<file path="config.mk">
export PLATFORM = sky130hd
export DESIGN_NAME = fmr_top
export DESIGN_NICKNAME = d
export VERILOG_FILES = /design/src/logic/fmr_pkg.sv /design/src/logic/fmr_filter.sv /design/src/logic/fmr_resp.sv /design/src/logic/fmr_top.sv
export SDC_FILE = /design/constraint.sdc
export NUM_CORES = 1
export LEC_CHECK = 0
export ABC_AREA = 1
export BUFFER_PORTS_ARGS = -buffer_cell sky130_fd_sc_hd__buf_4
export CORE_MARGIN = 2
export CORE_UTILIZATION = 60
export CTS_BUF_LIST = sky130_fd_sc_hd__clkbuf_8
export CTS_CLUSTER_DIAMETER = 150
export CTS_CLUSTER_SIZE = 14
export DETAILED_ROUTE_END_ITERATION = 6
export PLACE_DENSITY = 0.79
export SLEW_MARGIN = 20
export SYNTH_ARGS = -nofsm -noshare
export SYNTH_HDL_FRONTEND = slang
export SYNTH_SLANG_ARGS = --single-unit
</file>
<file path="constraint.sdc">
create_clock -name core_clk -period 2.89 [get_ports core_clk]
set_input_delay 0.289 -clock core_clk [delete_from_list [all_inputs] [get_ports core_clk]]
set_output_delay 0.289 -clock core_clk [all_outputs]
set_load 0.02 [all_outputs]
</file>
<file path="src/logic/fmr_pkg.sv">
// shared types and constants of the fault monitor response block
package fmr_pkg;

  localparam int CW            = 12;
  localparam int CLK_PERIOD_NS = 40;
  localparam int OPAMP_FILT_NS = 10000;
  localparam int OT_FILT_NS    = 20000;
  localparam int GATE_FILT_NS  = 4000;
  localparam int DRAIN_PER0_NS = 1000;
  localparam int DRAIN_PER1_NS = 2000;
  localparam int DRAIN_PER2_NS = 4000;
  localparam int DRAIN_PER3_NS = 8000;
  localparam logic [3:0] DRAIN_THR_MAX = 4'hb;
  localparam logic [3:0] DRAIN_THR_RST = 4'h0;

  // least time, rounded up, never under one cycle
  function automatic logic [CW-1:0] fmr_ns_to_cyc(input int ns);
    int c;
    c = (ns + CLK_PERIOD_NS - 1) / CLK_PERIOD_NS;
    if (c < 1)
    begin
      c = 1;
    end
    return c[CW-1:0];
  endfunction : fmr_ns_to_cyc

  localparam logic [CW-1:0] OPAMP_FILT_CYC = fmr_ns_to_cyc(OPAMP_FILT_NS);
  localparam logic [CW-1:0] OT_FILT_CYC    = fmr_ns_to_cyc(OT_FILT_NS);
  localparam logic [CW-1:0] GATE_FILT_CYC  = fmr_ns_to_cyc(GATE_FILT_NS);
  localparam logic [CW-1:0] DRAIN_PER0_CYC = fmr_ns_to_cyc(DRAIN_PER0_NS);
  localparam logic [CW-1:0] DRAIN_PER1_CYC = fmr_ns_to_cyc(DRAIN_PER1_NS);
  localparam logic [CW-1:0] DRAIN_PER2_CYC = fmr_ns_to_cyc(DRAIN_PER2_NS);
  localparam logic [CW-1:0] DRAIN_PER3_CYC = fmr_ns_to_cyc(DRAIN_PER3_NS);

  typedef enum logic [2:0] {
    FMR_MODE_OFF  = 3'h0,
    FMR_MODE_FLAG = 3'h1,
    FMR_MODE_PRL  = 3'h2,
    FMR_MODE_PRE  = 3'h3,
    FMR_MODE_ALL  = 3'h4,
    FMR_MODE_HOLD = 3'h5
  } fmr_mode_t;

  typedef enum logic [2:0] {
    FMR_ST_IDLE  = 3'b001,
    FMR_ST_FAULT = 3'b010,
    FMR_ST_HELD  = 3'b100
  } fmr_state_t;

  typedef struct packed {
    logic high_w;
    logic high_v;
    logic high_u;
    logic low_w;
    logic low_v;
    logic low_u;
  } fmr_fet6_t;

  typedef struct packed {
    logic predrv;
    logic relay;
    logic cp;
  } fmr_stop_t;

  typedef struct packed {
    fmr_mode_t low_side_drain_response_mode;
    fmr_mode_t high_side_drain_response_mode;
    fmr_mode_t gate_over_response_mode;
  } fmr_fet_modes_t;

  typedef struct packed {
    fmr_fet6_t drain;
    fmr_fet6_t gate;
  } fmr_mon_en_t;

endpackage : fmr_pkg

</file>
<file path="src/logic/fmr_filter.sv">
// digital filter: output rises after input held high for limit cycles
`timescale 1ns/1ps
`default_nettype none
module fmr_filter
  import fmr_pkg::*;
(
  input  wire logic          core_clk,
  input  wire logic          nrst,
  input  wire logic          raw,
  input  wire logic [CW-1:0] limit,
  output logic               det
);

  typedef struct packed {
    logic [CW-1:0] cnt;
    logic          det;
  } fmr_filt_st_t;

  fmr_filt_st_t st_reg;
  fmr_filt_st_t st_next;

  always_comb
  begin
    st_next = st_reg;
    if (!raw)
    begin
      st_next.cnt = '0;
      st_next.det = 1'b0;
    end
    else if (st_reg.cnt < limit)
    begin
      st_next.cnt = st_reg.cnt + 1'b1;
      st_next.det = (st_reg.cnt + 1'b1) >= limit;
    end
    else
    begin
      st_next.det = 1'b1;
    end
  end

  always_ff @(posedge core_clk or negedge nrst)
  begin
    if (!nrst)
    begin
      st_reg <= '0;
    end
    else
    begin
      st_reg <= st_next;
    end
  end

  assign det = st_reg.det;

  AST_FILT_DROP: assert property (@(posedge core_clk) disable iff (!nrst)
    !raw |=> !det) else $error("filter output outlived its input");

endmodule : fmr_filter
`default_nettype wire

</file>
<file path="src/logic/fmr_resp.sv">
// latched status, deferred mode and shutdown request of one fault source
`timescale 1ns/1ps
`default_nettype none
module fmr_resp
  import fmr_pkg::*;
(
  input  wire logic      core_clk,
  input  wire logic      nrst,
  input  wire logic      det,
  input  wire fmr_mode_t mode_req,
  input  wire logic      clr,
  output logic           status,
  output fmr_stop_t      stop
);

  typedef struct packed {
    fmr_state_t st;
    fmr_mode_t  mode;
  } fmr_resp_st_t;

  fmr_resp_st_t st_reg;
  fmr_resp_st_t st_next;

  always_comb
  begin
    st_next = st_reg;
    stop    = '0;
    // new mode only once the fault is gone and cleared
    if (st_reg.st == FMR_ST_IDLE && !det)
    begin
      st_next.mode = mode_req;
    end
    case (st_reg.st)
      FMR_ST_IDLE:
      begin
        if (det && st_reg.mode != FMR_MODE_OFF)
        begin
          st_next.st = FMR_ST_FAULT;
        end
      end
      FMR_ST_FAULT:
      begin
        // clear requests ignored here
        if (!det)
        begin
          st_next.st = FMR_ST_HELD;
        end
      end
      FMR_ST_HELD:
      begin
        if (det)
        begin
          st_next.st = FMR_ST_FAULT;
        end
        else if (clr)
        begin
          st_next.st = FMR_ST_IDLE;
        end
      end
      default:
      begin
        st_next.st = FMR_ST_IDLE;
      end
    endcase
    // stops last only while the fault stands, except the latched mode
    if (st_reg.st == FMR_ST_FAULT)
    begin
      case (st_reg.mode)
        FMR_MODE_PRL:  stop = '{predrv: 1'b1, relay: 1'b1, cp: 1'b0};
        FMR_MODE_PRE:  stop = '{predrv: 1'b1, relay: 1'b0, cp: 1'b0};
        FMR_MODE_ALL:  stop = '{predrv: 1'b1, relay: 1'b1, cp: 1'b1};
        FMR_MODE_HOLD: stop = '{predrv: 1'b1, relay: 1'b1, cp: 1'b1};
        default:       stop = '0;
      endcase
    end
    else if (st_reg.st == FMR_ST_HELD && st_reg.mode == FMR_MODE_HOLD)
    begin
      stop = '{predrv: 1'b1, relay: 1'b1, cp: 1'b1};
    end
  end

  always_ff @(posedge core_clk or negedge nrst)
  begin
    if (!nrst)
    begin
      st_reg <= '{st: FMR_ST_IDLE, mode: FMR_MODE_OFF};
    end
    else
    begin
      st_reg <= st_next;
    end
  end

  assign status = (st_reg.st != FMR_ST_IDLE);

  AST_CLR_BLOCKED: assert property (@(posedge core_clk) disable iff (!nrst)
    (status && det) |=> status) else $error("status cleared in fault");
  AST_HOLD_KEEP: assert property (@(posedge core_clk) disable iff (!nrst)
    (status && st_reg.mode == FMR_MODE_HOLD) |-> (stop.cp && stop.predrv))
    else $error("latched mode released shutdown");
  AST_RESUME: assert property (@(posedge core_clk) disable iff (!nrst)
    (status && !det && $past(!det) && st_reg.mode != FMR_MODE_HOLD)
    |-> stop == '0) else $error("shutdown kept after cancel");
  AST_MODE_FROZEN: assert property (@(posedge core_clk) disable iff (!nrst)
    status |=> st_reg.mode == $past(st_reg.mode))
    else $error("mode changed while status set");
  AST_OFF_IGNORED: assert property (@(posedge core_clk) disable iff (!nrst)
    (!status && st_reg.mode == FMR_MODE_OFF) |=> !status)
    else $error("fault latched in mode off");

endmodule : fmr_resp
`default_nettype wire

</file>
<file path="src/logic/fmr_top.sv">
// fault response logic for opamp supply, overtemperature, drain and gate
// Overview of operation
// - opamp overvoltage held for filter time sets flag, pulls indicator low, except in mode 000
// - each fault source offers six host selectable response modes
// - opamp mode written during fault applies after cancel and clear
// - mode 101 keeps charge pump and pre-drivers off after cancel
// - modes 001 to 100 resume drive but keep status and indicator
// - opamp status clear ignored during fault, allowed after cancel
// - overtemperature past filter time sets flag, except in mode 000
// - overtemperature flag drops only below the lower cancel threshold
// - overtemperature mode change applies after cancel and clear
// - overtemperature status unclearable during fault, clearable after
// - drain fault reaction chosen by the fet response select setting
// - twelve drain thresholds and four periods, per switch side
// - phase shut down by drain fault stops further drain detection
// - drain detection disabled per channel by monitor enable
// - low side drain fault only while low drive input is high
// - high side drain fault only while high drive input is high
// - six gate overvoltage channels, each with own status bit
// - gate response cannot stop single channels; uses charge pump
// - gate detection enabled per channel by monitor enable
// - gate overvoltage past filter sets flag; mode 000 ignores it
// - gate mode change applies after cancel and channel clear
`timescale 1ns/1ps
`default_nettype none
module fmr_top
  import fmr_pkg::*;
(
  input  wire logic  core_clk,
  input  wire logic  nrst,
  input  wire logic  opamp_over_cmp,
  input  wire fmr_mode_t opamp_over_response_mode,
  input  wire logic  opamp_over_clear,
  input  wire logic  overtemp_above_upper,
  input  wire logic  overtemp_below_lower,
  input  wire fmr_mode_t overtemp_response_mode,
  input  wire logic  overtemp_clear,
  input  wire fmr_fet6_t drive_in,
  input  wire fmr_fet6_t drain_cmp,
  input  wire fmr_fet6_t gate_cmp,
  input  wire fmr_fet_modes_t fet_fault_response_select,
  input  wire fmr_mon_en_t    fet_monitor_channel_enable,
  input  wire logic [3:0] high_side_drain_threshold_select,
  input  wire logic [3:0] low_side_drain_threshold_select,
  input  wire logic [1:0] high_side_drain_period_select,
  input  wire logic [1:0] low_side_drain_period_select,
  input  wire fmr_fet6_t drain_clear,
  input  wire fmr_fet6_t gate_clear,
  output logic       opamp_over_status,
  output logic       overtemp_status,
  output fmr_fet6_t  drain_fault_status,
  output fmr_fet6_t  gate_fault_status_reg,
  output logic [3:0] high_side_drain_threshold,
  output logic [3:0] low_side_drain_threshold,
  output logic [2:0] predrv_en,
  output logic       relay_en,
  output logic       cp_en,
  output logic       fault_indicator_n
);

  typedef struct packed {
    logic       ot_det;
    logic [3:0] hs_thr;
    logic [3:0] ls_thr;
    logic [2:0] predrv_en;
    logic       relay_en;
    logic       cp_en;
    logic       ind_n;
  } fmr_top_st_t;

  fmr_top_st_t st_reg;
  fmr_top_st_t st_next;

  logic          op_det;
  logic          ot_filt;
  logic          op_status;
  logic          ot_status;
  fmr_stop_t     op_stop;
  fmr_stop_t     ot_stop;
  logic [5:0]    dr_raw;
  logic [5:0]    dr_det;
  logic [5:0]    dr_status;
  logic [5:0]    gt_raw;
  logic [5:0]    gt_det;
  logic [5:0]    gt_status;
  fmr_stop_t     dr_stop [6];
  fmr_stop_t     gt_stop [6];
  logic [2:0]    dr_phase_off;
  logic [CW-1:0] hs_limit;
  logic [CW-1:0] ls_limit;
  logic [5:0]    drv_v;
  logic [5:0]    dcmp_v;
  logic [5:0]    gcmp_v;
  logic [5:0]    den_v;
  logic [5:0]    gen_v;
  logic [5:0]    dclr_v;
  logic [5:0]    gclr_v;

  assign drv_v  = drive_in;
  assign dcmp_v = drain_cmp;
  assign gcmp_v = gate_cmp;
  assign den_v  = fet_monitor_channel_enable.drain;
  assign gen_v  = fet_monitor_channel_enable.gate;
  assign dclr_v = drain_clear;
  assign gclr_v = gate_clear;

  function automatic logic [CW-1:0] period_cyc(input logic [1:0] sel);
    case (sel)
      2'h0:    return DRAIN_PER0_CYC;
      2'h1:    return DRAIN_PER1_CYC;
      2'h2:    return DRAIN_PER2_CYC;
      default: return DRAIN_PER3_CYC;
    endcase
  endfunction : period_cyc

  assign hs_limit = period_cyc(high_side_drain_period_select);
  assign ls_limit = period_cyc(low_side_drain_period_select);

  fmr_filter u_op_filt (
    .core_clk (core_clk),
    .nrst     (nrst),
    .raw      (opamp_over_cmp),
    .limit    (OPAMP_FILT_CYC),
    .det      (op_det)
  );

  fmr_resp u_op_resp (
    .core_clk (core_clk),
    .nrst     (nrst),
    .det      (op_det),
    .mode_req (opamp_over_response_mode),
    .clr      (opamp_over_clear),
    .status   (op_status),
    .stop     (op_stop)
  );

  fmr_filter u_ot_filt (
    .core_clk (core_clk),
    .nrst     (nrst),
    .raw      (overtemp_above_upper),
    .limit    (OT_FILT_CYC),
    .det      (ot_filt)
  );

  fmr_resp u_ot_resp (
    .core_clk (core_clk),
    .nrst     (nrst),
    .det      (st_reg.ot_det),
    .mode_req (overtemp_response_mode),
    .clr      (overtemp_clear),
    .status   (ot_status),
    .stop     (ot_stop)
  );

  genvar i;
  generate
    for (i = 0; i < 6; i++)
    begin : g_fet
      // phase of channel i: low side u,v,w then high side u,v,w
      // a shut phase blocks new causes; the one that shut it stays seen,
      // so the phase is not re-enabled while its own short persists
      assign dr_raw[i] = dcmp_v[i] && drv_v[i] && den_v[i]
                         && (!dr_phase_off[i % 3]
                             || dr_stop[i].predrv);
      assign gt_raw[i] = gcmp_v[i] && gen_v[i];

      fmr_filter u_dr_filt (
        .core_clk (core_clk),
        .nrst     (nrst),
        .raw      (dr_raw[i]),
        .limit    ((i < 3) ? ls_limit : hs_limit),
        .det      (dr_det[i])
      );

      fmr_resp u_dr_resp (
        .core_clk (core_clk),
        .nrst     (nrst),
        .det      (dr_det[i]),
        .mode_req ((i < 3)
          ? fet_fault_response_select.low_side_drain_response_mode
          : fet_fault_response_select.high_side_drain_response_mode),
        .clr      (dclr_v[i]),
        .status   (dr_status[i]),
        .stop     (dr_stop[i])
      );

      fmr_filter u_gt_filt (
        .core_clk (core_clk),
        .nrst     (nrst),
        .raw      (gt_raw[i]),
        .limit    (GATE_FILT_CYC),
        .det      (gt_det[i])
      );

      fmr_resp u_gt_resp (
        .core_clk (core_clk),
        .nrst     (nrst),
        .det      (gt_det[i]),
        .mode_req (fet_fault_response_select.gate_over_response_mode),
        .clr      (gclr_v[i]),
        .status   (gt_status[i]),
        .stop     (gt_stop[i])
      );
    end
  endgenerate

  always_comb
  begin
    dr_phase_off = '0;
    for (int k = 0; k < 6; k++)
    begin
      if (dr_stop[k].predrv)
      begin
        dr_phase_off[k % 3] = 1'b1;
      end
    end
  end

  always_comb
  begin
    logic any_predrv;
    logic any_relay;
    logic any_cp;
    logic any_stat;
    st_next    = st_reg;
    any_stat   = op_status | ot_status | (|dr_status) | (|gt_status);
    any_predrv = op_stop.predrv | ot_stop.predrv;
    any_relay  = op_stop.relay | ot_stop.relay;
    any_cp     = op_stop.cp | ot_stop.cp;
    for (int k = 0; k < 6; k++)
    begin
      any_relay = any_relay | dr_stop[k].relay | gt_stop[k].relay;
      any_cp    = any_cp | dr_stop[k].cp;
      // gate faults reach the drivers only through the pump
      any_cp    = any_cp | gt_stop[k].cp | gt_stop[k].predrv;
    end
    // overtemperature with hysteresis
    if (ot_filt)
    begin
      st_next.ot_det = 1'b1;
    end
    else if (overtemp_below_lower)
    begin
      st_next.ot_det = 1'b0;
    end
    st_next.hs_thr = (high_side_drain_threshold_select > DRAIN_THR_MAX)
                     ? DRAIN_THR_MAX : high_side_drain_threshold_select;
    st_next.ls_thr = (low_side_drain_threshold_select > DRAIN_THR_MAX)
                     ? DRAIN_THR_MAX : low_side_drain_threshold_select;
    st_next.predrv_en = ~({3{any_predrv}} | dr_phase_off);
    st_next.relay_en  = !any_relay;
    st_next.cp_en     = !any_cp;
    st_next.ind_n = !any_stat;
  end

  always_ff @(posedge core_clk or negedge nrst)
  begin
    if (!nrst)
    begin
      st_reg <= '{ot_det: 1'b0, hs_thr: DRAIN_THR_RST, ls_thr: DRAIN_THR_RST,
                 predrv_en: 3'h7, relay_en: 1'b1, cp_en: 1'b1,
                 ind_n: 1'b1};
    end
    else
    begin
      st_reg <= st_next;
    end
  end

  assign opamp_over_status         = op_status;
  assign overtemp_status           = ot_status;
  assign drain_fault_status        = dr_status;
  assign gate_fault_status_reg     = gt_status;
  assign high_side_drain_threshold = st_reg.hs_thr;
  assign low_side_drain_threshold  = st_reg.ls_thr;
  assign predrv_en                 = st_reg.predrv_en;
  assign relay_en                  = st_reg.relay_en;
  assign cp_en                     = st_reg.cp_en;
  assign fault_indicator_n         = st_reg.ind_n;

  AST_IND: assert property (@(posedge core_clk) disable iff (!nrst)
    (op_status || ot_status || dr_status != '0 || gt_status != '0)
    |=> !fault_indicator_n) else $error("indicator high with status");
  AST_OT_HYST: assert property (@(posedge core_clk) disable iff (!nrst)
    (st_reg.ot_det && !overtemp_below_lower) |=> st_reg.ot_det)
    else $error("overtemperature dropped above lower limit");
  AST_DRAIN_DRIVE: assert property (@(posedge core_clk) disable iff (!nrst)
    ($past(dr_status) == '0 && dr_status != '0)
    |-> ((dr_status & $past(drv_v, 2)) != '0))
    else $error("drain fault without drive input");
  AST_THR_RANGE: assert property (@(posedge core_clk) disable iff (!nrst)
    (high_side_drain_threshold <= DRAIN_THR_MAX)
    && (low_side_drain_threshold <= DRAIN_THR_MAX))
    else $error("drain threshold code out of range");

endmodule : fmr_top
`default_nettype wire

</file>
## Yosys cells after proc, flatten, opt, wreduce, memory -nomap -nowiden

Cells that the tools add are included.

- Input port bits: 76
- Bits in latches: 0
- Register bits after elaboration: 281
- Memories: 0
- Memory bits (read-only): 0
- Memory bits (writable): 0
- Logic and storage cells: 622

- Divide/modulo/power cells: 0
- Reduce and logical (&&, ||, !) cells: 139
- $lt $le $gt $ge: 30
- Shift-type cells: 0
- Equal/unequal tests: 172
- Bitwise gates (word level): 38
- $mul: 0
- Muxes and demuxes: 166
- Add/subtract/negate cells: 14

Operators with widths:

| cell | count |
|---|---|
| 3-bit 2-to-1 mux | 84 |
| 3-bit case mux with 3 select lines | 28 |
| 13-bit 2-to-1 mux | 14 |
| 12-bit by 1-bit adder with 12-bit output (second input constant) | 14 |
| 12-bit 2-to-1 mux | 14 |
| 3-bit by 2-bit equality test with 1-bit output (second input constant) | 42 |
| 3-bit equality test (second input constant) | 42 |
| 2-bit != test (second input constant) | 40 |
| 12-bit by 7-bit greater-or-equal comparator with 1-bit output (second input constant) | 6 |
| 12-bit by 8-bit greater-or-equal comparator with 1-bit output | 6 |
| 12-bit by 7-bit < comparator with 1-bit output (second input constant) | 6 |
| 12-bit by 8-bit < comparator with 1-bit output | 6 |
| 1-bit logical AND | 66 |
| 8-bit case mux with 3 select lines | 2 |
| 3-bit by 1-bit equality test with 1-bit output (second input constant) | 14 |
| 3-bit by 1-bit != test with 1-bit output (second input constant) | 14 |
| 3-bit != test (second input constant) | 14 |
| 3-bit AND reduction | 14 |
| 3-bit nonzero test | 14 |
| 1-bit bitwise OR | 36 |
| 2-bit OR reduction | 14 |
| 1-bit 2-to-1 mux | 22 |
| 1-bit logical NOT | 20 |
| 12-bit by 8-bit greater-or-equal comparator with 1-bit output (second input constant) | 1 |
| other kinds (14) | 26 |

## Logic depth before layout (Yosys ltp)

Gate-level depths: netlist (run 1).

- Depth in word-level cells: 24
- Depth in mapped cells: 15
- Mapped depth without buffers: 15

## Hierarchy

From an unflattened synthesis (run 1), not the netlist that was laid out.

- Cell total of the unflattened synthesis: 3733
- Area, all modules: 26314.0 um^2

By module, submodules not included:

| module | times used | cells each | area each (um^2) |
|---|---|---|---|
| fmr_filter (g_fet[0].u_dr_filt ...) | 13 | 204 | 1426.4 |
| fmr_resp | 14 | 53 | 379.1 |
| fmr_filter (g_fet[5].u_gt_filt) | 1 | 204 | 1427.6 |
| fmr_top | 1 | 135 | 1036.0 |

## Least setup slack after synthesis (run 1)

OpenSTA, ideal clock, no wires.

- Path type: input-to-reg
- Start point: input port low_side_drain_period_select[0]
- End point: register g_fet[0].u_dr_filt.st_reg, in the netlist g_fet[0].u_dr_filt.det
- Arrival time: 2.067 ns
- Stages on the path: 10
- Slack: 0.704 ns
- Cells stage by stage: inv_1 -> ha_1 -> o21ai_0 -> ha_1 -> nand3_1 -> nor2_1 -> a21oi_2 -> nand3_1 -> nor2_1 -> nor2_1

RTL lines:

| what | line | source |
|---|---|---|
| start, declared | fmr_top.sv:46 | `input wire logic [1:0] low_side_drain_period_select,` |
| end signal, assigned | fmr_filter.sv:49 | `st_reg <= st_next;` |
| end, declared | fmr_filter.sv:19 | `fmr_filt_st_t st_reg;` |

==> results of run 1 <==
[power breakdown]
part,switching [mW],total (mW),internal [mW]
Sequential,0.385,4.93,4.55
Combinational,2.33,3.53,1.20
Clock,1.37,2.16,0.792
[area by class of cell]
class,instances,area share [%]
repair buffers,160,6.900
diodes,1,0.01280
multi-input cells,1573,44.36
flip-flops and latches,281,36.10
clock inverters,18,0.4737
inverters,417,8.007
clock buffers,24,1.690
well taps,384,2.458
[what timing repair did]
item,CTS,global route
hold endpoints to repair,123,0
gates resized for setup,0,0
buffers inserted,0,0
hold buffers,41,0
[placed cells by master (no fill, tap or decap), types with 7 or more instances in the layout]
cell type	synthesis	final
dfrtp_1	261	261
o21ai_2	7	7
xnor2_1	10	10
inv_1	413	429
or2_2	11	11
a21oi_1	77	77
o31ai_1	20	20
xor2_1	53	53
nand2_1	474	474
ha_1	128	128
nand3_1	182	182
clkbuf_8	0	24
dfstp_2	20	20
nor3_1	46	46
nand3b_1	7	7
dlygate4sd3_1	0	41
nand4_1	89	89
nand2_2	9	9
o21bai_1	12	12
o21ai_0	146	146
buf_4	14	115
nor2_1	222	222
o22ai_1	27	27
[critical path, cell delays in order (launching register included)]
cell and delay [ps]:
dfstp_2 540, inv_1 60, nor3_1 600, inv_1 180, buf_4 210
[metal layers]
| layer | track usage [%] | part of all wire (%) |
|---|---|---|
| met3 | 3.264 | 5.0 |
| met2 | 44.60 | 48 |
| met1 | 33.72 | 45 |
| met4 | 6.285 | 2.3 |
| met5 | 0 | 0 |
[stage by stage]
stage / cell area [sq um] / setup WS [ps]
floorplan: 17480 / 704.3
global placement: 18710 / 294.2
detailed placement: 18710 / 270.5
CTS: 19550 / 392.0
global route: 19550 / 242.3
finish: 19550 / 407.9
[worst paths after layout]
path / startpoint / cells past startpoint / slack [ps] / to
max in group asynchronous: nrst / 3 / 1790 / g_fet[3].u_dr_resp.st_reg[3]
min in group asynchronous: nrst / 2 / 220 / g_fet[3].u_gt_filt.st_reg[4]
worst min-delay path: opamp_over_clear / 3 / 20 / u_op_resp.st_reg[5]
worst max-delay path: g_fet[4].u_gt_resp.st_reg[3] / 4 / 410 / gate_fault_status_reg[4]
worst max register to register: g_fet[5].u_dr_filt.st_reg[2] / 14 / 450 / g_fet[5].u_dr_filt.det
worst min register to register: u_ot_filt.st_reg[10] / 2 / 480 / u_ot_filt.st_reg[10]
[cells by family (layout without fill, tap and decap cells)]
| kind of cell | after synthesis | after routing | share of synthesized area [%] |
|---|---|---|---|
| muxes | 2 | 2 | 0.1217 |
| AOI/OAI and AO/OA | 309 | 309 | 9.926 |
| adders and majority gates | 128 | 128 | 9.161 |
| and+or+nand+nor | 1071 | 1071 | 27.23 |
| other | 0 | 1 | 0 |
| DFF | 281 | 281 | 40.36 |
| buffers and inverters | 446 | 619 | 10.04 |
| xor gates and xnor gates | 63 | 63 | 3.156 |
==> out/results.tsv, run 1 <==
stage	metric	value	unit
status	status	complete, no violations	
final_layout	layout-drive-gt1-share	8.977	%
drt	firstDrtPassIters	7	
global_route	grt_pass1_vias	14630	
final_layout	area_growth	11.81	%
worst_setup_path	startpoint_type	flop	
clock_network	path_clk_slew	90	ps
clock_network	cts_buffers	24	
clock_network	cts_tree	built	
drt	drtIter0Drc	1066	
logic_synthesis	syn_area	0.01748	sq mm
global_route	antenna_found_initial	1	
floorplan	pin_count	104	
final_layout	regArea	0.007057	sq mm
drt	vias	15330	
timing	drv_slew	0	
logic_synthesis	synth-warning-count	0	
place	gp_congestion	0.8855	
logic_synthesis	yosysTopAreaCellShare	37.36	%
floorplan	die_x	174.7	um
timing	fin_crit	2482	ps
power_and_ir_drop	worst_ir_drop_vdd	0.4354	mV
place	port_buffers	103	
worst_setup_path	end_kind	output port	
power_and_ir_drop	powerDensity	543.2	mW/mm^2
job	drv_cap	0	
timing	tightestPinTransition	812.9	ps
timing	tns	0	ps
logic_synthesis	yosysSeqAreaShare	40.36	%
power_and_ir_drop	p_total	10.62	mW
timing	skew	49.42	ps
logic_synthesis	ys_top_cells_by_count	474 x nand2_1, 413 x inv_1, 261 x dfrtp_1, 222 x nor2_1, 182 x nand3_1	
logic_synthesis	ys_types	45	
final_layout	fillCellCount	2429	
clock_network	clock_latency	620	ps
timing	finalSetupViolCount	0	
floorplan	rows	62	
place	dp_hpwl	29.53	mm
floorplan	chipHeight	174.7	um
timing	fmax	0.4029	GHz
clock_network	root_buffer	clkbuf_8	
global_route	overflow	0	
clock_network	htree_levels	1	
drt	drc	0	
drt	vias_per_cell	5.364	
logic_synthesis	ys_ff_latch	281	
timing	rsz0062_at_grt	false	
logic_synthesis	syn_nets	2504	
drt	wl_per_cell	13.60	um
worst_setup_path	cp_max_fo	5	
final_layout	nets	2661	
timing	maxSlewHeadroom	45.23	%
global_route	grt_max_degree	75	
drt	drtAntennaViolNets	0	
global_route	track_usage	25.50	%
logic_synthesis	synth_edf_count	0	
worst_setup_path	crit_required	2600	ps
final_layout	multi_input_area	0.008671	sq mm
logic_synthesis	synth-main-ff-cell	dfrtp_1	
timing	whs	16.34	ps
logic_synthesis	async_flop_share	100.0	%
worst_setup_path	cp.arrival	2190	ps
timing	fin_crit_sh	85.89	%
logic_synthesis	syn_area_per_cell	7.601	sq um
floorplan	design.core.area	0.02870	sq mm
worst_setup_path	crit_type	reg2out	
logic_synthesis	synth_top_cells_by_area	dfrtp_1 37%, nand2_1 10%, ha_1 9.2%	
timing	finalHoldViolations	0	
logic_synthesis	syn-instance-count	2300	
worst_hold_path	hold_path_class	in2reg	
final_layout	final_cells	2858	
clock_network	cts_max_path_buffers	3	
clock_network	cts_sinks	281	
global_route	grt_pass1_wl	65.83	mm
logic_synthesis	yosys.area.top_type	dfrtp_1	
logic_synthesis	yosysMostFrequentCell	nand2_1	
final_layout	utilization	68.10	%
floorplan	initial_core_util	60.91	%
place	place_inst	2774	
floorplan	dieArea	0.03052	sq mm
drt	routed_wirelength	38.86	mm
power_and_ir_drop	cellLeakagePower	10.21	nW
No activity file was read; power rests on OpenSTA's default activity.
==> inputs of run 2 (changes only) <==
--- a/config.mk
+++ b/config.mk
@@ -5,7 +5,6 @@
 export SDC_FILE = /design/constraint.sdc
 export NUM_CORES = 1
 export LEC_CHECK = 0
-export ABC_AREA = 1
 export BUFFER_PORTS_ARGS = -buffer_cell sky130_fd_sc_hd__buf_4
 export CORE_MARGIN = 2
 export CORE_UTILIZATION = 60
==> out/results.tsv, run 2 <==
stage	metric	value	unit	change
global_route	grt_pass1_wl	62.42	mm	-5.2%
worst_setup_path	startpoint	g_fet[4].u_dr_filt.st_reg[1]		
worst_setup_path	cp_max_fo	6		+1
logic_synthesis	yosysMostFrequentCell	dfrtp_1		
place	gp_congestion	0.8910		+0.62%
logic_synthesis	syn_area_per_cell	9.630	sq um	+27%
job	drv_cap	0		unchanged
final_layout	layout_common_cells	261 x dfrtp_1, 185 x nor2_1, 128 x ha_1, 123 x buf_4, 107 x a21oi_1		
final_layout	final_cells	2300		-20%
final_layout	layout-drive-gt1-share	12.75	%	+3.8 points
logic_synthesis	yosysSeqAreaShare	42.00	%	+1.6 points
timing	maxSlewHeadroom	43.47	%	-1.8 points
timing	tns	0	ps	unchanged
worst_setup_path	crit_required	3340	ps	+740 ps
floorplan	die_x	171.4	um	-1.9%
timing	finalHoldViolations	0		unchanged
final_layout	nets	2108		-21%
timing	fmax	0.3830	GHz	-4.9%
timing	drv_slew	0		unchanged
logic_synthesis	yosysTopAreaCellShare	38.87	%	+1.5 points
logic_synthesis	synth_top_cells_by_area	dfrtp_1 39%, ha_1 9.5%, nor2_1 4.1%		
logic_synthesis	synth_edf_count	0		unchanged
worst_setup_path	reg2reg_to	g_fet[4].u_dr_filt.det		
logic_synthesis	syn_nets	1949		-22%
power_and_ir_drop	worst_ir_drop_vdd	0.3991	mV	-8.3%
logic_synthesis	syn-instance-count	1745		-24%
place	dp_slack	153.9	ps	-116.6 ps
clock_network	cts_resized	0		unchanged
clock_network	clock_latency	600	ps	-20 ps
floorplan	design.core.area	0.02771	sq mm	-3.5%
timing	tightestPinTransition	826.6	ps	+13.69 ps
status	status	complete, but fails checks		
global_route	overflow	0		unchanged
timing	rsz0062_at_grt	false		
drt	vias	13790		-10%
global_route	grt_pass1_vias	13070		-11%
global_route	track_usage	25.70	%	+0.20 points
worst_hold_path	hold_path_class	in2reg		
final_layout	layout_commonest_cell	dfrtp_1		
floorplan	pin_count	104		unchanged
drt	drc	5		+5
place	place_inst	2201		-21%
logic_synthesis	yosys.area.top_type	dfrtp_1		
logic_synthesis	async_flop_share	100.0	%	unchanged
drt	wl_per_cell	16.36	um	+20%
worst_setup_path	reg2reg_setup_slack	280	ps	-170 ps
logic_synthesis	ys_ff_latch	281		unchanged
floorplan	initial_core_util	60.65	%	-0.26 points
timing	whs	30.87	ps	+14.53 ps
final_layout	final_area	0.01902	sq mm	-2.7%
place	port_buffers	103		unchanged
drt	drtAntennaViolNets	0		unchanged
drt	drtIter0Drc	1064		-0.19%
clock_network	htree_levels	1		unchanged
timing	fin_crit_sh	90.34	%	+4.5 points
clock_network	cts_sinks	281		unchanged
logic_synthesis	ys_types	73		+62%
place	post_dp_cell_area	0.01805	sq mm	-3.5%
power_and_ir_drop	cellLeakagePower	8.748	nW	-14%
place	dp_hpwl	27.40	mm	-7.2%
timing	fin_crit	2611	ps	+128.7 ps
clock_network	cts_hold_buf	55		+34%
timing	setup_ws	279.2	ps	-128.7 ps
final_layout	area_growth	13.22	%	
worst_setup_path	r2r_start	g_fet[4].u_dr_filt.st_reg[1]		
drt	routed_wirelength	37.63	mm	-3.2%
timing	finalSetupViolCount	0		unchanged
worst_hold_path	holdPathStages	4		+1
worst_setup_path	r2r_cells	9		-5
clock_network	cts_buffers	24		unchanged
worst_setup_path	crit_type	reg2reg		
clock_network	post_cts_buffers	0		unchanged
clock_network	cts_max_path_buffers	3		unchanged
status	violations	DRC		
logic_synthesis	synth-main-ff-cell	dfrtp_1		
worst_setup_path	cp.arrival	3060	ps	+870 ps
floorplan	rows	61		-1.6%
worst_setup_path	end_kind	flop		
worst_hold_path	hp-start	gate_clear[3]		
power_and_ir_drop	p_total	6.927	mW	-35%
worst_setup_path	startpoint_type	flop		
clock_network	root_buffer	clkbuf_8		
drt	firstDrtPassIters	7		unchanged
timing	skew	46.11	ps	-3.303 ps
global_route	antenna_found_initial	1		unchanged
clock_network	path_clk_slew	100	ps	about the same
drt	vias_per_cell	5.996		+12%
logic_synthesis	ys_top_cells_by_count	261 x dfrtp_1, 185 x nor2_1, 128 x ha_1, 107 x a21oi_1, 84 x inv_1		
floorplan	chipHeight	171.4	um	-1.9%
global_route	grt_max_degree	68		-9.3%
final_layout	utilization	68.67	%	+0.56 points
floorplan	dieArea	0.02936	sq mm	-3.8%
worst_hold_path	worstHoldEndpoint	g_fet[3].u_gt_resp.st_reg[5]		
logic_synthesis	syn_area	0.01680	sq mm	-3.9%
clock_network	cts_tree	built		
power_and_ir_drop	powerDensity	364.1	mW/mm^2	-33%
logic_synthesis	synth-warning-count	0		unchanged
-- run 2: how the worst max path moves through the flow --
stage	to	slack, ps	cells after the start
after detailed placement	g_fet[5].u_dr_filt.st_reg[6]	150	9
after global routing	g_fet[4].u_dr_filt.det	120	9
after floorplan	g_fet[5].u_dr_filt.st_reg[2]	230	10
after global placement	g_fet[5].u_dr_filt.st_reg[9]	260	10
final	g_fet[4].u_dr_filt.det	280	9
after CTS	g_fet[1].u_dr_filt.det	300	10
-- run 2: cell type report --
class                           count  area [sq um]
Inverter                           84         315.3
Clock buffer                       24         330.3
Antenna cell                        1         2.502
Clock inverter                     19         88.84
Fill cell                        2114          8681
Sequential cell                   281          7057
Multi-Input combinational cell   1330          9189
Timing Repair Buffer              183          1569
Tap cell                          378         473.0
-- run 2: layer usage --
metal / track usage, % / vias to the layer above / share of wire, %
li1: - / 6692 / -
met1: 34.94 / 6647 / 45
met2: 43.58 / 371 / 47
met3: 2.968 / 80 / 5.0
met4: 7.480 / 0 / 2.9
met5: 0 / - / 0
-- run 2: where the power goes --
group          switching (mW)  leakage (nW)  internal [mW]
clock network            1.35         0.275          0.791
logic                   0.384          4.75          0.328
registers              0.0772          3.73           3.99
-- run 2: cell families (layout without fill, tap and decap cells) --
group,after synthesis,after routing,synth area share (%)
flip-flops,281,281,42.00
XOR/XNOR,94,94,4.899
buffers and inverters,134,310,3.321
AO/OA/AOI/OAI,369,369,14.35
multiplexers,59,59,3.857
AND/OR/NAND/NOR,680,680,22.05
other,0,1,0
adder cells (fa/ha/maj),128,128,9.531
-- run 2: critical path: stages (launching register included) --
cell and delay [ps]:
dfrtp_1 430, ha_1 240, nand3_1 220, xnor2_1 200
ha_1 230, or4_1 520, a21oi_1 130, a211oi_1 60
nor4_1 330, a21oi_1 130
==> inputs of run 3 (changes only) <==
--- a/config.mk
+++ b/config.mk
@@ -12,8 +12,9 @@
 export CTS_CLUSTER_DIAMETER = 150
 export CTS_CLUSTER_SIZE = 14
 export DETAILED_ROUTE_END_ITERATION = 6
-export PLACE_DENSITY = 0.79
+export PLACE_DENSITY = 0.78
 export SLEW_MARGIN = 20
 export SYNTH_ARGS = -nofsm -noshare
 export SYNTH_HDL_FRONTEND = slang
+export SYNTH_HIERARCHICAL = 1
 export SYNTH_SLANG_ARGS = --single-unit
==> out/results.tsv, run 3 <==
stage	metric	value	unit	change
logic_synthesis	async_flop_share	100.0	%	unchanged
power_and_ir_drop	switching_share	28.10	%	+1.9 points
logic_synthesis	yosysMostFrequentCell	ha_1		
logic_synthesis	synth-simple-area-share	20.84	%	-1.2 points
timing	fin_crit_sh	96.98	%	+6.6 points
timing	drv_slew	0		unchanged
logic_synthesis	synth_adder_area_share	18.81	%	+9.3 points
place	port_buffers	103		unchanged
worst_setup_path	crit_required	3370	ps	+30 ps
logic_synthesis	syn_area	0.02395	sq mm	+43%
status	status	complete, no violations		
clock_network	post_cts_buffers	0		unchanged
global_route	grt_max_degree	88		+29%
worst_setup_path	cp.arrival	3280	ps	+220 ps
logic_synthesis	synth_compound_area_share	16.76	%	+2.4 points
logic_synthesis	yosys.area.top_type	dfrtp_1		
power_and_ir_drop	worst_ir_drop_vdd	0.2797	mV	-30%
place	dp_slack	-10.65	ps	-164.6 ps
logic_synthesis	ys_types	56		-23%
final_layout	layout_common_cells	360 x ha_1, 261 x dfrtp_1, 211 x inv_1, 173 x nand2_1, 157 x nor2_1		
power_and_ir_drop	switching_power	2.046	mW	+13%
global_route	antenna_found_initial	3		+2
timing	skew	33.28	ps	-12.83 ps
logic_synthesis	synth_top_cells_by_area	dfrtp_1 27%, ha_1 19%, xnor2_1 3.1%		
job	drv_cap	0		unchanged
floorplan	initial_core_util	60.56	%	-0.093 points
power_and_ir_drop	powerDensity	271.9	mW/mm^2	-25%
drt	drtIter0Drc	954		-10%
timing	rsz0062_at_grt	true		
worst_setup_path	end_kind	flop		
global_route	grt_pass1_vias	19600		+50%
final_layout	layout_commonest_cell	ha_1		
drt	vias_per_cell	5.670		-5.4%
final_layout	area_growth	11.79	%	
timing	fmax	0.3568	GHz	-6.9%
floorplan	rows	73		+20%
worst_setup_path	cp_max_fo	5		-1
logic_synthesis	synth_edf_count	0		unchanged
timing	finalSetupViolCount	0		unchanged
worst_hold_path	hold_path_class	in2reg		
drt	firstDrtPassIters	5		-2
timing	tns	0	ps	unchanged
timing	tightestPinTransition	734.6	ps	-91.96 ps
drt	wl_per_cell	15.28	um	-6.6%
timing	setup_ws	87.22	ps	-192.0 ps
floorplan	pin_count	104		unchanged
logic_synthesis	syn_area_per_cell	9.096	sq um	-5.5%
worst_setup_path	crit_type	reg2reg		
clock_network	cts_sinks	281		unchanged
clock_network	cts_tree	built		
clock_network	cts_buffers	24		unchanged
final_layout	layout-drive-gt1-share	10.24	%	-2.5 points
power_and_ir_drop	p_comb_share	13.8	%	+3.5 points
drt	drtAntennaViolNets	0		unchanged
power_and_ir_drop	internal_power	5.235	mW	+2.4%
logic_synthesis	yosysTopAreaCellShare	27.27	%	-12 points
drt	routed_wirelength	52.82	mm	+40%
clock_network	path_clk_slew	110	ps	about the same
drt	vias	19600		+42%
clock_network	clock_latency	610	ps	about the same
power_and_ir_drop	cellLeakagePower	12.98	nW	+48%
final_layout	utilization	67.70	%	-0.97 points
worst_setup_path	startpoint_type	flop		
final_layout	nets	3348		+59%
logic_synthesis	synth-warning-count	6		+6
clock_network	root_buffer	clkbuf_8		
logic_synthesis	syn-instance-count	2633		+51%
global_route	grt_pass1_wl	90.02	mm	+44%
floorplan	dieArea	0.04153	sq mm	+41%
place	gp_congestion	0.8882		-0.31%
floorplan	design.core.area	0.03955	sq mm	+43%
clock_network	htree_levels	1		unchanged
logic_synthesis	synth-main-ff-cell	dfrtp_1		
power_and_ir_drop	clockPowerShare	30.5	%	-0.4 points
floorplan	die_x	203.8	um	+19%
global_route	overflow	0		unchanged
timing	fin_crit	2803	ps	+192.0 ps
logic_synthesis	synthMuxAreaShare	3.688	%	-0.17 points
power_and_ir_drop	seqPwrFrac	55.7	%	-3.1 points
timing	finalHoldViolations	0		unchanged
logic_synthesis	ys_top_cells_by_count	360 x ha_1, 261 x dfrtp_1, 193 x inv_1, 173 x nand2_1, 157 x nor2_1		
clock_network	cts_max_path_buffers	3		unchanged
logic_synthesis	synth_xor_area_share	6.180	%	+1.3 points
global_route	track_usage	25.74	%	+0.040 points
power_and_ir_drop	p_total	7.281	mW	+5.1%
floorplan	chipHeight	203.8	um	+19%
place	dp_hpwl	40.90	mm	+49%
drt	drc	0		-5
logic_synthesis	yosysSeqAreaShare	29.46	%	-13 points
logic_synthesis	synth_top_family_by_area	simple AND/OR/NAND/NOR gates		
logic_synthesis	ys_ff_latch	281		unchanged
timing	maxSlewHeadroom	50.65	%	+7.2 points
==> run 3: changes by cell type in the layout (fill, tap and decap cells not counted), sizes merged, moves of 35 or more <==
| cell | delta |
|---|---|
| inv | +109 |
| a21boi | +88 |
| or3 | +58 |
| conb | +128 |
| nor2b | +35 |
| nand2b | +59 |
| nand3 | +64 |
| ha | +232 |
| a2111oi | +39 |
| o21a | +54 |
| o21ai | +43 |
| nand2 | +91 |
| xnor2 | +46 |
==> run 3: logic make-up after synthesis <==
kind of cell	Yosys count
muxes	83
adders and majority gates	360
buffers and inverters	248
DFF	281
AOI/OAI and AO/OA	572
xor gates and xnor gates	169
other	2
and+or+nand+nor	918
==> run 3: final timing paths <==
check                                                   start                            to  slack, ps  depth (start not counted)
worst max register to register   g_fet[3].u_dr_filt/st_reg[1]        g_fet[3].u_dr_filt/det         90                         11
worst max-delay path             g_fet[3].u_dr_filt/st_reg[1]        g_fet[3].u_dr_filt/det         90                         11
worst min register to register                  u_ot_filt/det                    st_reg[14]        430                          1
min in group asynchronous                                nrst  g_fet[1].u_gt_resp/st_reg[4]        180                          2
max in group asynchronous                                nrst  g_fet[5].u_gt_resp/st_reg[3]       1880                          3
worst min-delay path            fet_monitor_channel_enable[5]  g_fet[5].u_gt_filt/st_reg[3]        130                          4
==> run 3: critical path, cell delays in order, from the launching register on <==
cell and delay [ps]:
dfrtp_1 470, ha_1 240, and3_1 230, nand3_1 130, xnor2_1 160, ha_1 280
nand2_1 90, nor2_1 50, a2111oi_1 530, buf_4 200, o21ai_0 80, o21a_1 210
==> run 3: cell type report <==
class / count / area, sq um
antenna: 2 / 5.005
sequential: 281 / 7057
clock inverter: 19 / 83.83
inverter: 193 / 724.4
fill: 3206 / 12770
timing repair buffer: 182 / 1514
tap: 525 / 656.9
clock buffer: 25 / 344.1
multi-input combinational: 2230 / 16390
==> run 3: metrics by stage <==
stage               instances  hold slack, ps  cell area, sq um
global placement         3370           231.2             25900
detailed placement       3370           238.7             25900
global route             3456           131.4             26770
floorplan                2759          -6.591             24420
CTS                      3455           98.22             26730
finish                   3457           128.0             26770
==> run 3: power by group through the flow <==
stage / logic (mW) / clock network (mW) / registers (mW)
floorplan: 0.594 / 0 / 4.12
global placement: 0.886 / 0 / 4.13
detailed placement: 0.934 / 0 / 4.13
CTS: 0.989 / 2.32 / 4.06
global route: 1.16 / 2.45 / 4.07
finish: 1.01 / 2.22 / 4.06
==> run 3: metal layers <==
metal | vias up | part of all wire, % | GRT usage, %
li1 | 9868 | - | -
met1 | 9333 | 44 | 32.09
met2 | 300 | 49 | 46.16
met3 | 98 | 4.0 | 3.883
met4 | 2 | 2.7 | 7.091
met5 | - | 0.025 | 0
==> run 3: timing repair <==
item / 4_1_cts / 5_1_grt
endpoints found under the setup margin: 0 / 10
hold endpoints to repair: 138 / 0
gates resized for setup: 0 / 16
hold buffers: 41 / 0
